--- src/tocu_defs.vh ---
`ifndef TOCU_DEFS_VH
`define TOCU_DEFS_VH

// register indices; the bus byte address is four times the index
`define TOCU_IDX_CORE_INT    10'h00B
`define TOCU_IDX_EVT_FLAGS   10'h00C
`define TOCU_IDX_TMR_LO      10'h00E
`define TOCU_IDX_TMR_HI      10'h00F
`define TOCU_IDX_TMR_CTRL    10'h010
`define TOCU_IDX_CMP_LO      10'h015
`define TOCU_IDX_CMP_HI      10'h016
`define TOCU_IDX_CMP_CTRL    10'h017
`define TOCU_IDX_PORTB_DIR   10'h086
`define TOCU_IDX_EVT_EN      10'h08C

// reset values
`define TOCU_RST_CORE_INT    8'h00
`define TOCU_RST_EVT         8'h00
`define TOCU_RST_TMR_CTRL    8'h00
`define TOCU_RST_CMP_CTRL    8'h00
`define TOCU_RST_PORTB_DIR   8'hFF

// core interrupt control fields
`define TOCU_BIT_GIE         7
`define TOCU_BIT_PERIPHERAL_INTERRUPT_ENABLE        6

// event flag / enable fields
`define TOCU_BIT_TMR_OVF     0
`define TOCU_BIT_CMP_EVT     2
`define TOCU_EVT_MASK        8'h05

// timer control fields
`define TOCU_BIT_TMR_ON      0
`define TOCU_BIT_TMR_EXT     1
`define TOCU_BIT_TMR_NOSYNC  2
`define TOCU_BIT_TMR_OSCEN   3
`define TOCU_TMR_PS_HI       5
`define TOCU_TMR_PS_LO       4
`define TOCU_TMR_CTRL_MASK   8'h3F

// compare control: bits 5:0 implemented, 3:0 is the mode field
`define TOCU_CMP_CTRL_MASK   8'h3F
`define TOCU_MODE_HI         3
`define TOCU_MODE_LO         0

// compare mode codes
`define TOCU_MODE_OFF        4'h0
`define TOCU_MODE_SET_HIGH   4'h8
`define TOCU_MODE_SET_LOW    4'h9
`define TOCU_MODE_SOFT_INT   4'hA
`define TOCU_MODE_SPECIAL    4'hB

// compare pin lands on port b bit 2 or 3
`define TOCU_PIN_BIT_A       2
`define TOCU_PIN_BIT_B       3

`endif

--- src/tocu_timer.v ---
`default_nettype none

module tocu_timer #(
  parameter W = 16
) (
  input wire core_clk, // system clock
  input wire rstn, // async reset, active low
  input wire run, // timer enabled
  input wire ext_sel, // count external edges instead of system clock
  input wire ext_clk_in, // external count input
  input wire [1:0] prescale, // divide by 1, 2, 4 or 8
  input wire load_lo, // write low byte
  input wire load_hi, // write high byte
  input wire [7:0] load_data, // byte to load
  input wire clear, // special-event clear
  output reg [W-1:0] count, // current count
  output reg overflow // one-cycle pulse on wrap to zero
);

  reg ext_d_r;
  reg [2:0] psc_r;
  wire raw_tick;
  wire ps_done;
  wire tick;
  wire [2:0] psc_last;

  // edge of the external input; internal source ticks every cycle
  assign raw_tick = ext_sel ? (ext_clk_in & ~ext_d_r) : 1'b1;
  assign psc_last = (3'h1 << prescale) - 3'h1;
  assign ps_done = (psc_r == psc_last);
  assign tick = run & raw_tick & ps_done;

  ////////////////////////////////////////////////////////////////////////
  // prescaler
  always @(posedge core_clk or negedge rstn) begin
    if (!rstn) begin
      ext_d_r <= 1'b0;
      psc_r <= 3'h0;
    end else begin
      ext_d_r <= ext_clk_in;
      if (!run || load_lo || load_hi) begin
        psc_r <= 3'h0; // a write also restarts the prescale
      end else if (raw_tick) begin
        psc_r <= ps_done ? 3'h0 : psc_r + 3'h1;
      end
    end
  end

  ////////////////////////////////////////////////////////////////////////
  // count; clear beats a software write, which beats an increment
  always @(posedge core_clk or negedge rstn) begin
    if (!rstn) begin
      count <= {W{1'b0}};
      overflow <= 1'b0;
    end else begin
      overflow <= 1'b0;
      if (clear) begin
        count <= {W{1'b0}}; // no overflow pulse here
      end else if (load_lo || load_hi) begin
        if (load_lo) begin
          count[7:0] <= load_data;
        end
        if (load_hi) begin
          count[W-1:8] <= load_data[W-9:0];
        end
      end else if (tick) begin
        count <= count + {{(W-1){1'b0}}, 1'b1};
        overflow <= &count;
      end
    end
  end

endmodule // tocu_timer

`default_nettype wire

--- src/tocu_compare_unit.v ---
// What this block does
// RULE_01 - compare value is checked against the 16-bit timer count every cycle
// RULE_02 - on a match the mode field drives the pin high, low, or leaves it
// RULE_03 - the compare event flag is set in the same cycle the match acts
// RULE_04 - writing zero to compare control forces the compare latch low only
// RULE_05 - software clears the port direction bit (2 or 3) to enable pin output
// RULE_06 - software runs the timer synchronously when compare mode is used
// RULE_07 - software-interrupt mode leaves the pin alone and only raises the flag
// RULE_08 - special-event match clears the timer and starts a conversion if enabled
// RULE_09 - the special-event timer clear never sets the timer overflow flag
// RULE_10 - compare value bytes have no reset value and survive every reset
// RULE_11 - compare control resets to zero; its top two bits read as zero
// RULE_12 - mode codes: 8 high, 9 low, A interrupt only, B special event
//
// The APB register port is this design's own decision.
`include "tocu_defs.vh"
`default_nettype none

module tocu_compare_unit #(
  parameter TW = 16,
  parameter AW = 12
) (
  input wire core_clk, // system clock, 10 MHz
  input wire rstn, // async reset, active low
  input wire psel, // apb select
  input wire penable, // apb access phase
  input wire pwrite, // apb direction
  input wire [AW-1:0] paddr, // apb byte address
  input wire [31:0] pwdata, // apb write data
  output reg [31:0] prdata, // apb read data
  output reg pready, // apb ready
  output reg pslverr, // apb error on unmapped address
  input wire compare_pin_select, // strap: pin on port b bit 3 when high, else bit 2
  input wire timer_ext_clk, // external timer count input
  input wire adc_enabled, // converter is switched on
  output reg adc_start, // one-cycle conversion start
  output reg compare_output_pin_o, // pin level when driven
  output reg compare_output_pin_oe, // pin driven as output
  output reg compare_match, // one-cycle pulse when a match acts
  output reg irq // level interrupt
);

  reg [7:0] core_int_r;
  reg [7:0] evt_flags_r;
  reg [7:0] evt_en_r;
  reg [7:0] tmr_ctrl_r;
  reg [7:0] cmp_ctrl_r;
  reg [7:0] portb_dir_r;
  reg [7:0] cmp_lo_r;
  reg [7:0] cmp_hi_r;
  reg cmp_latch_r;
  reg match_d_r;
  reg pin_sel_r;
  reg [7:0] rd_nxt;
  reg hit_nxt;

  wire [TW-1:0] timer_count;
  wire timer_ovf;
  wire [9:0] idx;
  wire aligned;
  wire wr_acc;
  wire setup;
  wire [7:0] wbyte;
  wire [3:0] mode;
  wire match;
  wire mode_active;
  wire fire;
  wire special_fire;
  wire pin_dir_bit;

  ////////////////////////////////////////////////////////////////////////
  // decode helpers

  // true when the address is word aligned and names the given index
  function is_reg;
    input [9:0] a_idx;
    input a_ok;
    input [9:0] r_idx;
    begin
      is_reg = a_ok && (a_idx == r_idx);
    end
  endfunction

  // modes that use the compare match at all
  function mode_is_compare;
    input [3:0] m;
    begin
      mode_is_compare = (m == `TOCU_MODE_SET_HIGH) || (m == `TOCU_MODE_SET_LOW) ||
                        (m == `TOCU_MODE_SOFT_INT) || (m == `TOCU_MODE_SPECIAL);
    end
  endfunction

  assign idx = paddr[11:2];
  assign aligned = (paddr[1:0] == 2'b00);
  assign setup = psel & ~penable;
  // writes land only at the edge where the access phase sees pready
  assign wr_acc = psel & penable & pready & pwrite & ~pslverr;
  assign wbyte = pwdata[7:0];

  ////////////////////////////////////////////////////////////////////////
  // timer

  tocu_timer #(
    .W(TW)
  ) u_timer (
    .core_clk(core_clk),
    .rstn(rstn),
    .run(tmr_ctrl_r[`TOCU_BIT_TMR_ON]),
    .ext_sel(tmr_ctrl_r[`TOCU_BIT_TMR_EXT]),
    .ext_clk_in(timer_ext_clk),
    .prescale(tmr_ctrl_r[`TOCU_TMR_PS_HI:`TOCU_TMR_PS_LO]),
    .load_lo(wr_acc && is_reg(idx, aligned, `TOCU_IDX_TMR_LO)),
    .load_hi(wr_acc && is_reg(idx, aligned, `TOCU_IDX_TMR_HI)),
    .load_data(wbyte),
    .clear(special_fire), // [RULE_08]
    .count(timer_count),
    .overflow(timer_ovf)
  );

  ////////////////////////////////////////////////////////////////////////
  // compare engine

  // equality is checked every cycle; only the entry into a match acts,
  // so a stopped timer sitting on the value fires once, not forever
  assign mode = cmp_ctrl_r[`TOCU_MODE_HI:`TOCU_MODE_LO];
  assign match = (timer_count == {cmp_hi_r, cmp_lo_r}); // [RULE_01]
  assign mode_active = mode_is_compare(mode); // [RULE_12]
  assign fire = mode_active & match & ~match_d_r;
  assign special_fire = fire & (mode == `TOCU_MODE_SPECIAL); // [RULE_08]

  always @(posedge core_clk or negedge rstn) begin
    if (!rstn) begin
      match_d_r <= 1'b0;
    end else begin
      match_d_r <= mode_active & match;
    end
  end

  // compare value: deliberately outside the reset, it powers up unknown
  // and keeps its contents across resets
  always @(posedge core_clk) begin
    if (wr_acc && is_reg(idx, aligned, `TOCU_IDX_CMP_LO)) begin
      cmp_lo_r <= wbyte; // [RULE_10]
    end
    if (wr_acc && is_reg(idx, aligned, `TOCU_IDX_CMP_HI)) begin
      cmp_hi_r <= wbyte; // [RULE_10]
    end
  end

  // compare output latch; a zero control write wins over a match
  always @(posedge core_clk or negedge rstn) begin
    if (!rstn) begin
      cmp_latch_r <= 1'b0;
    end else if (wr_acc && is_reg(idx, aligned, `TOCU_IDX_CMP_CTRL) && wbyte == 8'h00) begin
      cmp_latch_r <= 1'b0; // [RULE_04]
    end else if (fire) begin
      case (mode)
        `TOCU_MODE_SET_HIGH: cmp_latch_r <= 1'b1; // [RULE_02]
        `TOCU_MODE_SET_LOW: cmp_latch_r <= 1'b0; // [RULE_02]
        default: cmp_latch_r <= cmp_latch_r; // [RULE_07]
      endcase
    end
  end

  ////////////////////////////////////////////////////////////////////////
  // control registers

  always @(posedge core_clk or negedge rstn) begin
    if (!rstn) begin
      cmp_ctrl_r <= `TOCU_RST_CMP_CTRL; // [RULE_11]
      tmr_ctrl_r <= `TOCU_RST_TMR_CTRL;
      portb_dir_r <= `TOCU_RST_PORTB_DIR;
      core_int_r <= `TOCU_RST_CORE_INT;
      evt_en_r <= `TOCU_RST_EVT;
    end else if (wr_acc) begin
      if (is_reg(idx, aligned, `TOCU_IDX_CMP_CTRL)) begin
        cmp_ctrl_r <= wbyte & `TOCU_CMP_CTRL_MASK; // [RULE_11]
      end
      if (is_reg(idx, aligned, `TOCU_IDX_TMR_CTRL)) begin
        tmr_ctrl_r <= wbyte & `TOCU_TMR_CTRL_MASK;
      end
      if (is_reg(idx, aligned, `TOCU_IDX_PORTB_DIR)) begin
        portb_dir_r <= wbyte;
      end
      if (is_reg(idx, aligned, `TOCU_IDX_CORE_INT)) begin
        core_int_r <= wbyte & 8'hC0; // only the two gate bits live here
      end
      if (is_reg(idx, aligned, `TOCU_IDX_EVT_EN)) begin
        evt_en_r <= wbyte & `TOCU_EVT_MASK;
      end
    end
  end

  ////////////////////////////////////////////////////////////////////////
  // event flags: hardware set beats a write-one clear in the same cycle

  always @(posedge core_clk or negedge rstn) begin
    if (!rstn) begin
      evt_flags_r <= `TOCU_RST_EVT;
    end else begin
      if (wr_acc && is_reg(idx, aligned, `TOCU_IDX_EVT_FLAGS)) begin
        evt_flags_r <= evt_flags_r & ~(wbyte & `TOCU_EVT_MASK);
      end
      if (fire) begin
        evt_flags_r[`TOCU_BIT_CMP_EVT] <= 1'b1; // [RULE_03] [RULE_07]
      end
      // the timer suppresses its overflow pulse when a special event clears it
      if (timer_ovf) begin
        evt_flags_r[`TOCU_BIT_TMR_OVF] <= 1'b1; // [RULE_09]
      end
    end
  end

  ////////////////////////////////////////////////////////////////////////
  // pin, trigger and interrupt outputs

  // strap sampled every cycle; it is a static configuration level
  assign pin_dir_bit = pin_sel_r ? portb_dir_r[`TOCU_PIN_BIT_B] : portb_dir_r[`TOCU_PIN_BIT_A];

  always @(posedge core_clk or negedge rstn) begin
    if (!rstn) begin
      pin_sel_r <= 1'b0;
      compare_output_pin_o <= 1'b0;
      compare_output_pin_oe <= 1'b0;
      adc_start <= 1'b0;
      compare_match <= 1'b0;
      irq <= 1'b0;
    end else begin
      pin_sel_r <= compare_pin_select;
      compare_output_pin_o <= cmp_latch_r;
      compare_output_pin_oe <= ~pin_dir_bit; // [RULE_05]
      adc_start <= special_fire & adc_enabled; // [RULE_08]
      compare_match <= fire;
      // one cycle of delay keeps irq straight off a flop
      irq <= core_int_r[`TOCU_BIT_GIE] & core_int_r[`TOCU_BIT_PERIPHERAL_INTERRUPT_ENABLE] &
             (|(evt_flags_r & evt_en_r));
    end
  end

  ////////////////////////////////////////////////////////////////////////
  // apb slave: data is prepared in the setup cycle so the answer comes
  // from flops with pready high in the first access cycle

  always @* begin
    rd_nxt = 8'h00;
    hit_nxt = aligned;
    case (idx)
      `TOCU_IDX_CORE_INT: rd_nxt = core_int_r;
      `TOCU_IDX_EVT_FLAGS: rd_nxt = evt_flags_r;
      `TOCU_IDX_TMR_LO: rd_nxt = timer_count[7:0];
      `TOCU_IDX_TMR_HI: rd_nxt = timer_count[TW-1:8];
      `TOCU_IDX_TMR_CTRL: rd_nxt = tmr_ctrl_r;
      `TOCU_IDX_CMP_LO: rd_nxt = cmp_lo_r;
      `TOCU_IDX_CMP_HI: rd_nxt = cmp_hi_r;
      `TOCU_IDX_CMP_CTRL: rd_nxt = cmp_ctrl_r; // [RULE_11]
      `TOCU_IDX_PORTB_DIR: rd_nxt = portb_dir_r;
      `TOCU_IDX_EVT_EN: rd_nxt = evt_en_r;
      default: hit_nxt = 1'b0;
    endcase
  end

  always @(posedge core_clk or negedge rstn) begin
    if (!rstn) begin
      prdata <= 32'h00000000;
      pready <= 1'b0;
      pslverr <= 1'b0;
    end else begin
      pready <= setup;
      if (setup) begin
        prdata <= (pwrite || !hit_nxt) ? 32'h00000000 : {24'h000000, rd_nxt};
        pslverr <= ~hit_nxt;
      end else begin
        pslverr <= 1'b0;
      end
    end
  end

endmodule // tocu_compare_unit

`default_nettype wire

--- config.mk ---
export PLATFORM = sky130hd
export DESIGN_NAME = tocu_compare_unit
export DESIGN_NICKNAME = d
export VERILOG_FILES = /design/src/tocu_timer.v /design/src/tocu_compare_unit.v
export VERILOG_INCLUDE_DIRS = /design/src
export SDC_FILE = /design/constraint.sdc
export NUM_CORES = 1
export LEC_CHECK = 0
export BUFFER_PORTS_ARGS = -buffer_cell sky130_fd_sc_hd__buf_2
export CORE_UTILIZATION = 57
export CTS_BUF_LIST = sky130_fd_sc_hd__clkbuf_4
export DETAILED_ROUTE_END_ITERATION = 8
export GPL_TIMING_DRIVEN = 0
export HOLD_SLACK_MARGIN = 0.05
export PLACE_DENSITY = 0.92
export REMOVE_ABC_BUFFERS = 1
export SYNTH_ARGS = -nofsm -noshare
export SYNTH_HDL_FRONTEND = slang
export SYNTH_SLANG_ARGS = --single-unit
--- constraint.sdc ---
create_clock -name core_clk -period 2.7 [get_ports core_clk]
set_clock_uncertainty 0.2 [all_clocks]
set_input_delay 0.135 -clock core_clk [delete_from_list [all_inputs] [get_ports core_clk]]
set_output_delay 0.135 -clock core_clk [all_outputs]
set_load 0.1 [all_outputs]
==> results.toml, run 1 <==
[run_status]
status = "complete, no violations"

[logic_synthesis]
synthFlopType = "dfrtp_1"
synth_top_area_share_pct = 30.74
synth_most_common_cell = "dfrtp_1"
ys_warn_count = 0
syn_avg_cell_area_sq_um = 10.20
ys_ff_latch = 81
synth.cell_area_sq_um = 4641
synth_edf_count = 16
ys_top_cells_by_area = "dfrtp_1, edfxtp_1, mux2_2"
synthArstFlopShare_pct = 80.25
netlist_top_cells_count = "dfrtp_1, nand2_1, nor2_1"
yosysTopAreaCell = "dfrtp_1"
ys_types = 65
yosysSeqAreaShare_pct = 45.62
syn-instance-count = 455

[grt]
grt_overflow_total = 0
grt_max_degree = 35
grt_pass1_vias = 3809
grt_pass1_wl_um = 19180
grt.total_usage_pct = 29.64
antenna_found_initial = 0

[power]
powerDensity_nw_per_um2 = 449.7
power.total_uw = 2354
leakage_uw = 0.002146
ir_drop_mv = 0.3276

[timing]
drv_slew = 0
fin_crit_ns = 2.563
fmax_mhz = 390.2
worst_pin_slew_ns = 0.7356
fin_hold_ws_ns = 0.07364
tns_ns = 0
hold_viol = 0
slew_headroom_pct = 50.96
period_share_pct = 94.91
rsz0062_at_grt = "false"
setup_viol = 0

[detailed_routing]
firstDrtPassIters = 5
vias = 3921
detail_route.drc_violations = 0
routedWlPerCell_um = 19.58
viasPerCell = 6.376
drtAntennaViolNets = 0
drt_iter0_drc = 339
drt-total-wl_um = 12040

[critical_path]
crit_type = "register to register"
path_cells = "and4b_1 > nand3_2 > nor2_4 > nor2_1 > a311o_1 > nor3b_1"
cp_num_buf_inv = 0
slowest_stage = "nor2_4"
crit_cells = 6
critPathArrivalTime_ns = 2.65
critPathLaunchType = "register"
crit_required_ns = 2.79
reg2regPathDepth = 6
timing.critical_path.max_delay_family = "simple AND/OR/NAND/NOR gates"
slowest_delay_ns = 0.49
critPathMaxFanout = 17
critPathCaptureType = "register"

[clocking]
cts.sinks = 81
clockRootBuffer = "clkbuf_4"
clkTransAtPathRegs_ns = 0.13
cts.path.max_buffers = 2
clk_latency_ns = 0.43
cts_tree = "yes"
cts_buffers = 9
htree_levels = 3
postCtsSetupBuffers = 0

[min_path]
whs_path_depth = 5
hold_path_class = "primary input to register"

[cells_and_area]
diodes = 0
nNetsFinal = 562
final_util_pct = 67.04
drive_above_1_share_pct = 22.03
syn2layout_area_growth_pct = 12.78

[placed_design]
dp_hpwl_um = 8600
gp_congestion = 0.9019
port_buffers = 42

[floorplan]
die_w_um = 92.23
core_area_sq_um = 7807
dieArea_sq_um = 8506
start_util_pct = 59.44
die_h_um = 92.23
ios = 91
placementRows = 32

[run]
maxCapViolCount = 0
power by group:
group          total, uW  switching (uW)  internal (uW)
clock                791             388            404
sequential          1250            2.54           1250
combinational        310             254           55.8
total               2350             644           1710
final timing paths:
check	startpoint	endpoint	slack (ns)
max	pslverr$_DFF_PN0_	u_timer.count[7]$_DFFE_PN0P_	0.14
min	paddr[7]	prdata[1]$_DFFE_PN0P_	0.07
max reg2reg	pslverr$_DFF_PN0_	u_timer.count[7]$_DFFE_PN0P_	0.14
min reg2reg	cmp_latch_r$_DFFE_PN0P_	compare_output_pin_o$_DFF_PN0_	0.18
max in group asynchronous	rstn	portb_dir_r[5]$_DFFE_PN1P_	1.49
min in group asynchronous	rstn	compare_output_pin_o$_DFF_PN0_	0.10
tightest hold or removal path, cell delays in order:
cell	delay, ns
buf_2	0.12
or3_4	0.15
nor4_4	0.05
a21oi_1	0.13
o21ai_0	0.07
routing by layer:
metal / up-vias / share of wire [%] / track usage (%)
met5: - / 0 / 0
met4: 0 / 2.6 / 10.42
met3: 32 / 8.2 / 5.556
met2: 245 / 50 / 50.19
met1: 1898 / 39 / 38.03
li1: 1746 / - / -
what timing repair did:
item | 4_1_cts | 5_1_grt
hold buffers | 18 | 0
pin swaps | 0 | 0
endpoints found under the setup margin | 40 | 26
hold endpoints to repair | 116 | 0
gates resized for setup | 8 | 5
registers in the layout, summed over array words and instances (netlist names), 2 cells and up:
register / count
u_timer.count: 16
cmp_ctrl_r: 6
prdata: 8
tmr_ctrl_r: 6
cmp_hi_r: 8
evt_en_r: 2
core_int_r: 2
cmp_lo_r: 8
u_timer.psc_r: 3
evt_flags_r: 2
portb_dir_r: 8
layout make-up:
class                   instances  area, sq um
clock buffers                  12        90.09
clock inverters                 4        68.82
fillers                       597         2574
inverters                       5        18.77
multi-input cells             349         2390
flip-flops and latches         81         2117
well taps                     102        127.6
repair buffers                 62        421.7
cell families after synthesis:
logic type               Yosys count  share of synthesized area [%]
AO/OA/AOI/OAI                    100                          14.88
XOR/XNOR                          17                          3.209
adder cells (fa/ha/maj)            2                         0.5391
buffers and inverters             48                          6.093
flip-flops                        81                          45.62
multiplexers                      38                          8.951
other                              1                        0.08081
AND/OR/NAND/NOR                  168                          20.63
layout by cell type, fill, tap and decap left out, types with 4 or more instances in the layout:
cell / netlist / layout
a21o_1: 7 / 7
a21oi_1: 21 / 21
a221oi_1: 7 / 7
a22oi_1: 10 / 10
and2_1: 10 / 10
and3_1: 6 / 6
buf_2: 4 / 42
clkbuf_4: 0 / 12
conb_1: 1 / 24
dfrtp_1: 57 / 57
dfstp_2: 8 / 8
dlygate4sd3_1: 0 / 18
edfxtp_1: 16 / 16
inv_1: 5 / 5
mux2_1: 6 / 6
mux2_2: 22 / 22
mux2i_1: 10 / 9
nand2_1: 33 / 33
nand2b_1: 4 / 4
nand3_1: 19 / 18
nand4_1: 11 / 11
nor2_1: 27 / 25
nor2b_1: 10 / 9
nor3_1: 9 / 8
nor4_1: 8 / 7
o211ai_1: 5 / 5
o21a_1: 5 / 5
o21ai_0: 18 / 18
o22ai_1: 9 / 9
or3_1: 5 / 5
xnor2_1: 15 / 15
metrics by stage:
stage	setup WS, ns	instance area [sq um]	std cells
floorplan	-0.3590	4463	435
detailed placement	-0.9168	4837	581
global placement	-0.7746	4801	579
CTS	0.04071	5207	615
global route	0.02577	5234	615
finish	0.1374	5234	615
No activity file was read; power rests on OpenSTA's default activity.
==> run 2: changes to the inputs <==
clock period = 2.5 ns   (was 2.7 ns; I/O delays follow)
==> run 2 against run 1 <==
Worst setup slack worse by 0.054 ns. Count of clock-buffer cells in the layout stayed put. Combinational power is 10% higher. Sequential cell count stayed put. Sequential power is 8% higher. Clock power is 7.6% higher. Power is 8.1% higher. Global-route usage is 0.63 points higher. First-iteration DRC count is 22% higher. Critical endpoint is now portb_dir_r[4]$_DFFE_PN1P_. Largest power group unchanged.
==> results.toml, run 2 (synthesized netlist as in run 1, its figures left out) <==
[timing]
slew_headroom_pct = 51.21
fin_hold_ws_ns = 0.09319
period_share_pct = 96.67
drv_slew = 0
hold_viol = 0
setup_viol = 0
rsz0062_at_grt = "true"
fmax_mhz = 413.8
worst_pin_slew_ns = 0.7319
fin_crit_ns = 2.417

[min_path]
hold_path_class = "primary input to async pin"

[cells_and_area]
drive_above_1_share_pct = 23.37
fin_cells = 624
diodes = 0
nNetsFinal = 571
syn2layout_area_growth_pct = 15.23
fill_cells = 587
largest_reg_flops = 16
stdcell_area_sq_um = 5348
seqCellArea_sq_um = 2118
final_cell_mix = "dfrtp_1, buf_2, nand2_1"
regMostFlops = "u_timer.count"
layout_commonest_cell = "dfrtp_1"
multi_input_area_sq_um = 2424

[detailed_routing]
drt-total-wl_um = 12540
viasPerCell = 6.340
firstDrtPassIters = 5
drt_iter0_drc = 413
detail_route.drc_violations = 0
routedWlPerCell_um = 20.09
vias = 3956
drtAntennaViolNets = 0

[power]
p_switching_uw = 695.8
sw_frac_of_total_pct = 27.34
p_int_uw = 1849
seq_power_share_pct = 53.2
power.total_uw = 2545
pwr-share-clk_pct = 33.4
powerDensity_nw_per_um2 = 475.8
leakage_uw = 0.002190
ir_drop_mv = 0.3331
combPwrFrac_pct = 13.4

[placed_design]
gp_congestion = 0.9019
postPlaceCellArea_sq_um = 4837
dp.cells = 581
port_buffers = 42
dp_hpwl_um = 8600

[critical_path]
cp_num_buf_inv = 1
critPathLaunchType = "primary input"
slowest_stage = "nor2b_1"
slowest_delay_ns = 0.54
crit_type = "primary input to register"
timing.rr.start = "tmr_ctrl_r[4]$_DFFE_PN0P_"
timing.rr.end = "u_timer.count[7]$_DFFE_PN0P_"
critPathArrivalTime_ns = 2.57
critPathMaxFanout = 20
critPathCaptureType = "register"
rrSetupSlack_ns = 0.11
timing.critical_path.max_delay_family = "simple AND/OR/NAND/NOR gates"
reg2regPathDepth = 6
crit_required_ns = 2.65
path_cells = "buf_2 > nor2b_1 > nand2_1 > nor4_4 > nor2b_4 > mux2_2"

[clocking]
clkTransAtPathRegs_ns = 0.12
cts.sinks = 81
cts_buffers = 9
cts_tree = "yes"
htree_levels = 3
cts.path.max_buffers = 2
clk_latency_ns = 0.42
clockRootBuffer = "clkbuf_4"

[floorplan]
dieArea_sq_um = 8506
ios = 91
placementRows = 32
core_area_sq_um = 7807
die_h_um = 92.23
die_w_um = 92.23
start_util_pct = 59.44

[grt]
antenna_found_initial = 0
grt_max_degree = 35
grt_pass1_wl_um = 19520
grt_pass1_vias = 3846
grt.total_usage_pct = 30.26
grt_overflow_total = 0

[run_status]
status = "complete, no violations"

[run]
maxCapViolCount = 0
[run 2: cell type report]
cell class              count  area share (%)
inverters                   5          0.3510
clock inverters             4           1.287
multi-input cells         349           45.32
clock buffers              12           1.685
flip-flops and latches     81           39.61
well taps                 102           2.387
repair buffers             71           9.359
[run 2: worst max path at each step]
stage	startpoint	endpoint	slack, ns	depth (start not counted)
2_1_floorplan	pready$_DFF_PN0_	u_timer.count[7]$_DFFE_PN0P_	-0.56	6
3_3_place_gp	paddr[3]	portb_dir_r[4]$_DFFE_PN1P_	-0.96	6
3_5_place_dp	paddr[3]	portb_dir_r[6]$_DFFE_PN1P_	-1.11	6
4_1_cts	pslverr$_DFF_PN0_	u_timer.count[7]$_DFFE_PN0P_	-0.17	6
5_1_grt	tmr_ctrl_r[4]$_DFFE_PN0P_	u_timer.count[7]$_DFFE_PN0P_	-0.04	6
6_report	paddr[3]	portb_dir_r[4]$_DFFE_PN1P_	0.08	6
[run 2: power by group through the flow]
stage | sequential, uW | clock, uW | combinational [uW]
after global routing | 1350 | 916 | 356
after CTS | 1350 | 870 | 333
final | 1350 | 851 | 341
after floorplan | 1390 | 0 | 194
after detailed placement | 1380 | 0 | 305
after global placement | 1380 | 0 | 297
[run 2: what timing repair did]
| item | 4_1_cts | 5_1_grt |
|---|---|---|
| gates resized for setup | 10 | 13 |
| endpoints found under the hold margin | 127 | 0 |
| hold buffers | 21 | 0 |
| pin swaps | 0 | 3 |
| setup endpoints to repair | 44 | 32 |
| buffers inserted | 0 | 6 |
[run 2: per-layer routing]
layer  global-route usage [%]  share of wire (%)  wire (um)
met1                    39.28                 38       4824
met5                        0                  0          0
met2                    50.62                 50       6305
met4                    11.20                2.5        311
met3                    5.473                8.7       1093
[run 2: metrics by stage]
| step | TNS, ns | util, % | worst slack (ns) |
|---|---|---|---|
| CTS | -1.666 | 67.26 | -0.1710 |
| detailed placement | -22.62 | 61.96 | -1.107 |
| floorplan | -12.40 | - | -0.5590 |
| finish | 0 | 68.49 | 0.08315 |
| global placement | -20.50 | 61.49 | -0.9646 |
| global route | -0.03670 | 68.49 | -0.03670 |
==> run 3: changes to the inputs <==
SETUP_SLACK_MARGIN = 0.4   (was not set)
==> run 3 against run 2 <==
Hold slack worse by 0.012 ns. Via count is 4.9% higher. Clock power hardly changed. Sequential power hardly changed. Power is 0.19% higher. Die area stayed put. Critical endpoint is now u_timer.count[10]$_DFFE_PN0P_. Largest cell class unchanged. Highest routed layer unchanged.
==> results.toml, run 3 (synthesized netlist as in run 1, its figures left out) <==
[grt]
grt.total_usage_pct = 31.58
grt_pass1_wl_um = 20400
grt_max_degree = 35
grt_overflow_total = 0
antenna_found_initial = 0
grt_pass1_vias = 4067

[cells_and_area]
final_cell_mix = "dfrtp_1, buf_2, nand2_1"
nNetsFinal = 592
fin_cells = 645
largest_reg_flops = 16
drive_above_1_share_pct = 30.02
stdcell_area_sq_um = 5654
final_util_pct = 72.42
syn2layout_area_growth_pct = 21.84
diodes = 0
layout_commonest_cell = "dfrtp_1"
regMostFlops = "u_timer.count"

[timing]
hold_viol = 0
setup_slack_ns = 0.2306
fin_crit_ns = 2.269
slew_headroom_pct = 47.22
setup_viol = 0
fmax_mhz = 440.6
tns_ns = 0
drv_slew = 0
worst_pin_slew_ns = 0.7917
rsz0062_at_grt = "true"
period_share_pct = 90.78

[critical_path]
cp_num_buf_inv = 2
critPathCaptureType = "register"
crit_type = "register to register"
path_cells = "or2_4 > a2111oi_4 > buf_4 > o211a_4 > mux2i_4 > buf_6 > a21o_1 > a21oi_2"
timing.critical_path.max_delay_family = "compound AO/OA/AOI/OAI gates"
crit_required_ns = 2.66
critPathArrivalTime_ns = 2.43
slowest_stage = "dfrtp_1"
critPathMaxFanout = 6
slowest_delay_ns = 0.42
critPathLaunchType = "register"

[clocking]
clk_latency_ns = 0.43
cts.path.max_buffers = 2
cts_tree = "yes"
htree_levels = 3
cts.sinks = 81
cts_buffers = 9
clockRootBuffer = "clkbuf_4"
clkTransAtPathRegs_ns = 0.12

[detailed_routing]
vias = 4150
drt_iter0_drc = 364
drtAntennaViolNets = 0
viasPerCell = 6.434
firstDrtPassIters = 5
routedWlPerCell_um = 20.39
detail_route.drc_violations = 0
drt-total-wl_um = 13150

[power]
leakage_uw = 0.002354
sw_frac_of_total_pct = 27.44
p_int_uw = 1850
combPwrFrac_pct = 13.6
p_switching_uw = 699.5
seq_power_share_pct = 53.1
powerDensity_nw_per_um2 = 450.9
pwr-share-clk_pct = 33.4
ir_drop_mv = 0.4705

[placed_design]
port_buffers = 42
dp.cells = 581
place_ws_ns = -1.107
dp_hpwl_um = 8600
gp_congestion = 0.9019
postPlaceCellArea_sq_um = 4837

[floorplan]
dieArea_sq_um = 8506
ios = 91
die_w_um = 92.23
placementRows = 32
die_h_um = 92.23
core_area_sq_um = 7807
start_util_pct = 59.44

[run]
maxCapViolCount = 0

[min_path]
hold_path_class = "primary input to register"

[run_status]
status = "complete, no violations"
-- run 3: changes by cell type in the layout (fill, tap and decap cells not counted), moves of 5 or more --
cell | previous run | this run
o21ai_0 | 18 | 13
mux2_4 | 0 | 6
o21ai_1 | 0 | 5
buf_6 | 2 | 7
mux2_1 | 6 | 0
buf_4 | 5 | 21
-- run 3: area by class of cell --
cell class | instances | area (sq um)
clock buffer | 12 | 90.09
timing repair buffer | 91 | 676.9
tap | 102 | 127.6
inverter | 5 | 18.77
multi-input combinational | 350 | 2555
clock inverter | 4 | 68.82
sequential | 81 | 2117
fill | 532 | 2153
-- run 3: through the flow --
stage,hold WS [ns],power [uW]
after floorplan,-0.3706,1585
after global placement,0.03623,1675
after detailed placement,0.02762,1684
after CTS,0.05920,2558
after global routing,0.08298,2631
final,0.08100,2549
-- run 3: worst paths after layout --
kind	from	endpoint	slack, ns	cells after the start
max in group asynchronous	rstn	portb_dir_r[5]$_DFFE_PN1P_	1.30	3
worst max register to register	tmr_ctrl_r[4]$_DFFE_PN0P_	u_timer.count[10]$_DFFE_PN0P_	0.23	8
min in group asynchronous	rstn	adc_start$_DFF_PN0_	0.10	2
worst min register to register	cmp_latch_r$_DFFE_PN0P_	compare_output_pin_o$_DFF_PN0_	0.18	0
worst max-delay path	tmr_ctrl_r[4]$_DFFE_PN0P_	u_timer.count[10]$_DFFE_PN0P_	0.23	8
worst min-delay path	paddr[11]	evt_flags_r[0]$_DFFE_PN0P_	0.08	5
-- run 3: routing by layer --
layer	share of wire [%]	GRT usage, %	routed length (um)
met1	38	38.64	4999
met2	50	52.99	6569
met3	8.2	7.048	1083
met4	3.8	14.84	496
met5	0	0	0
-- run 3: what timing repair did --
item / in CTS / in global routing
setup endpoints to repair: 68 / 49
hold buffers: 19 / 0
pin swaps: 22 / 4
buffers inserted: 17 / 11
resized for setup: 42 / 16
cloned: 1 / 0
endpoints found under the hold margin: 127 / 0
-- run 3: power by group through the flow --
| stage | clock network [uW] | logic, uW | registers, uW |
|---|---|---|---|
| floorplan | 0 | 194 | 1390 |
| global placement | 0 | 297 | 1380 |
| detailed placement | 0 | 305 | 1380 |
| CTS | 870 | 336 | 1350 |
| global route | 918 | 360 | 1350 |
| finish | 851 | 346 | 1350 |
-- run 3: worst reg2reg max path, delay by kind of cell (launching register included) --
kind | cells | cell delay, ns
AOI/OAI and AO/OA | 4 | 0.87
buffers and inverters | 2 | 0.36
DFF | 1 | 0.42
muxes | 1 | 0.12
and+or+nand+nor | 1 | 0.25
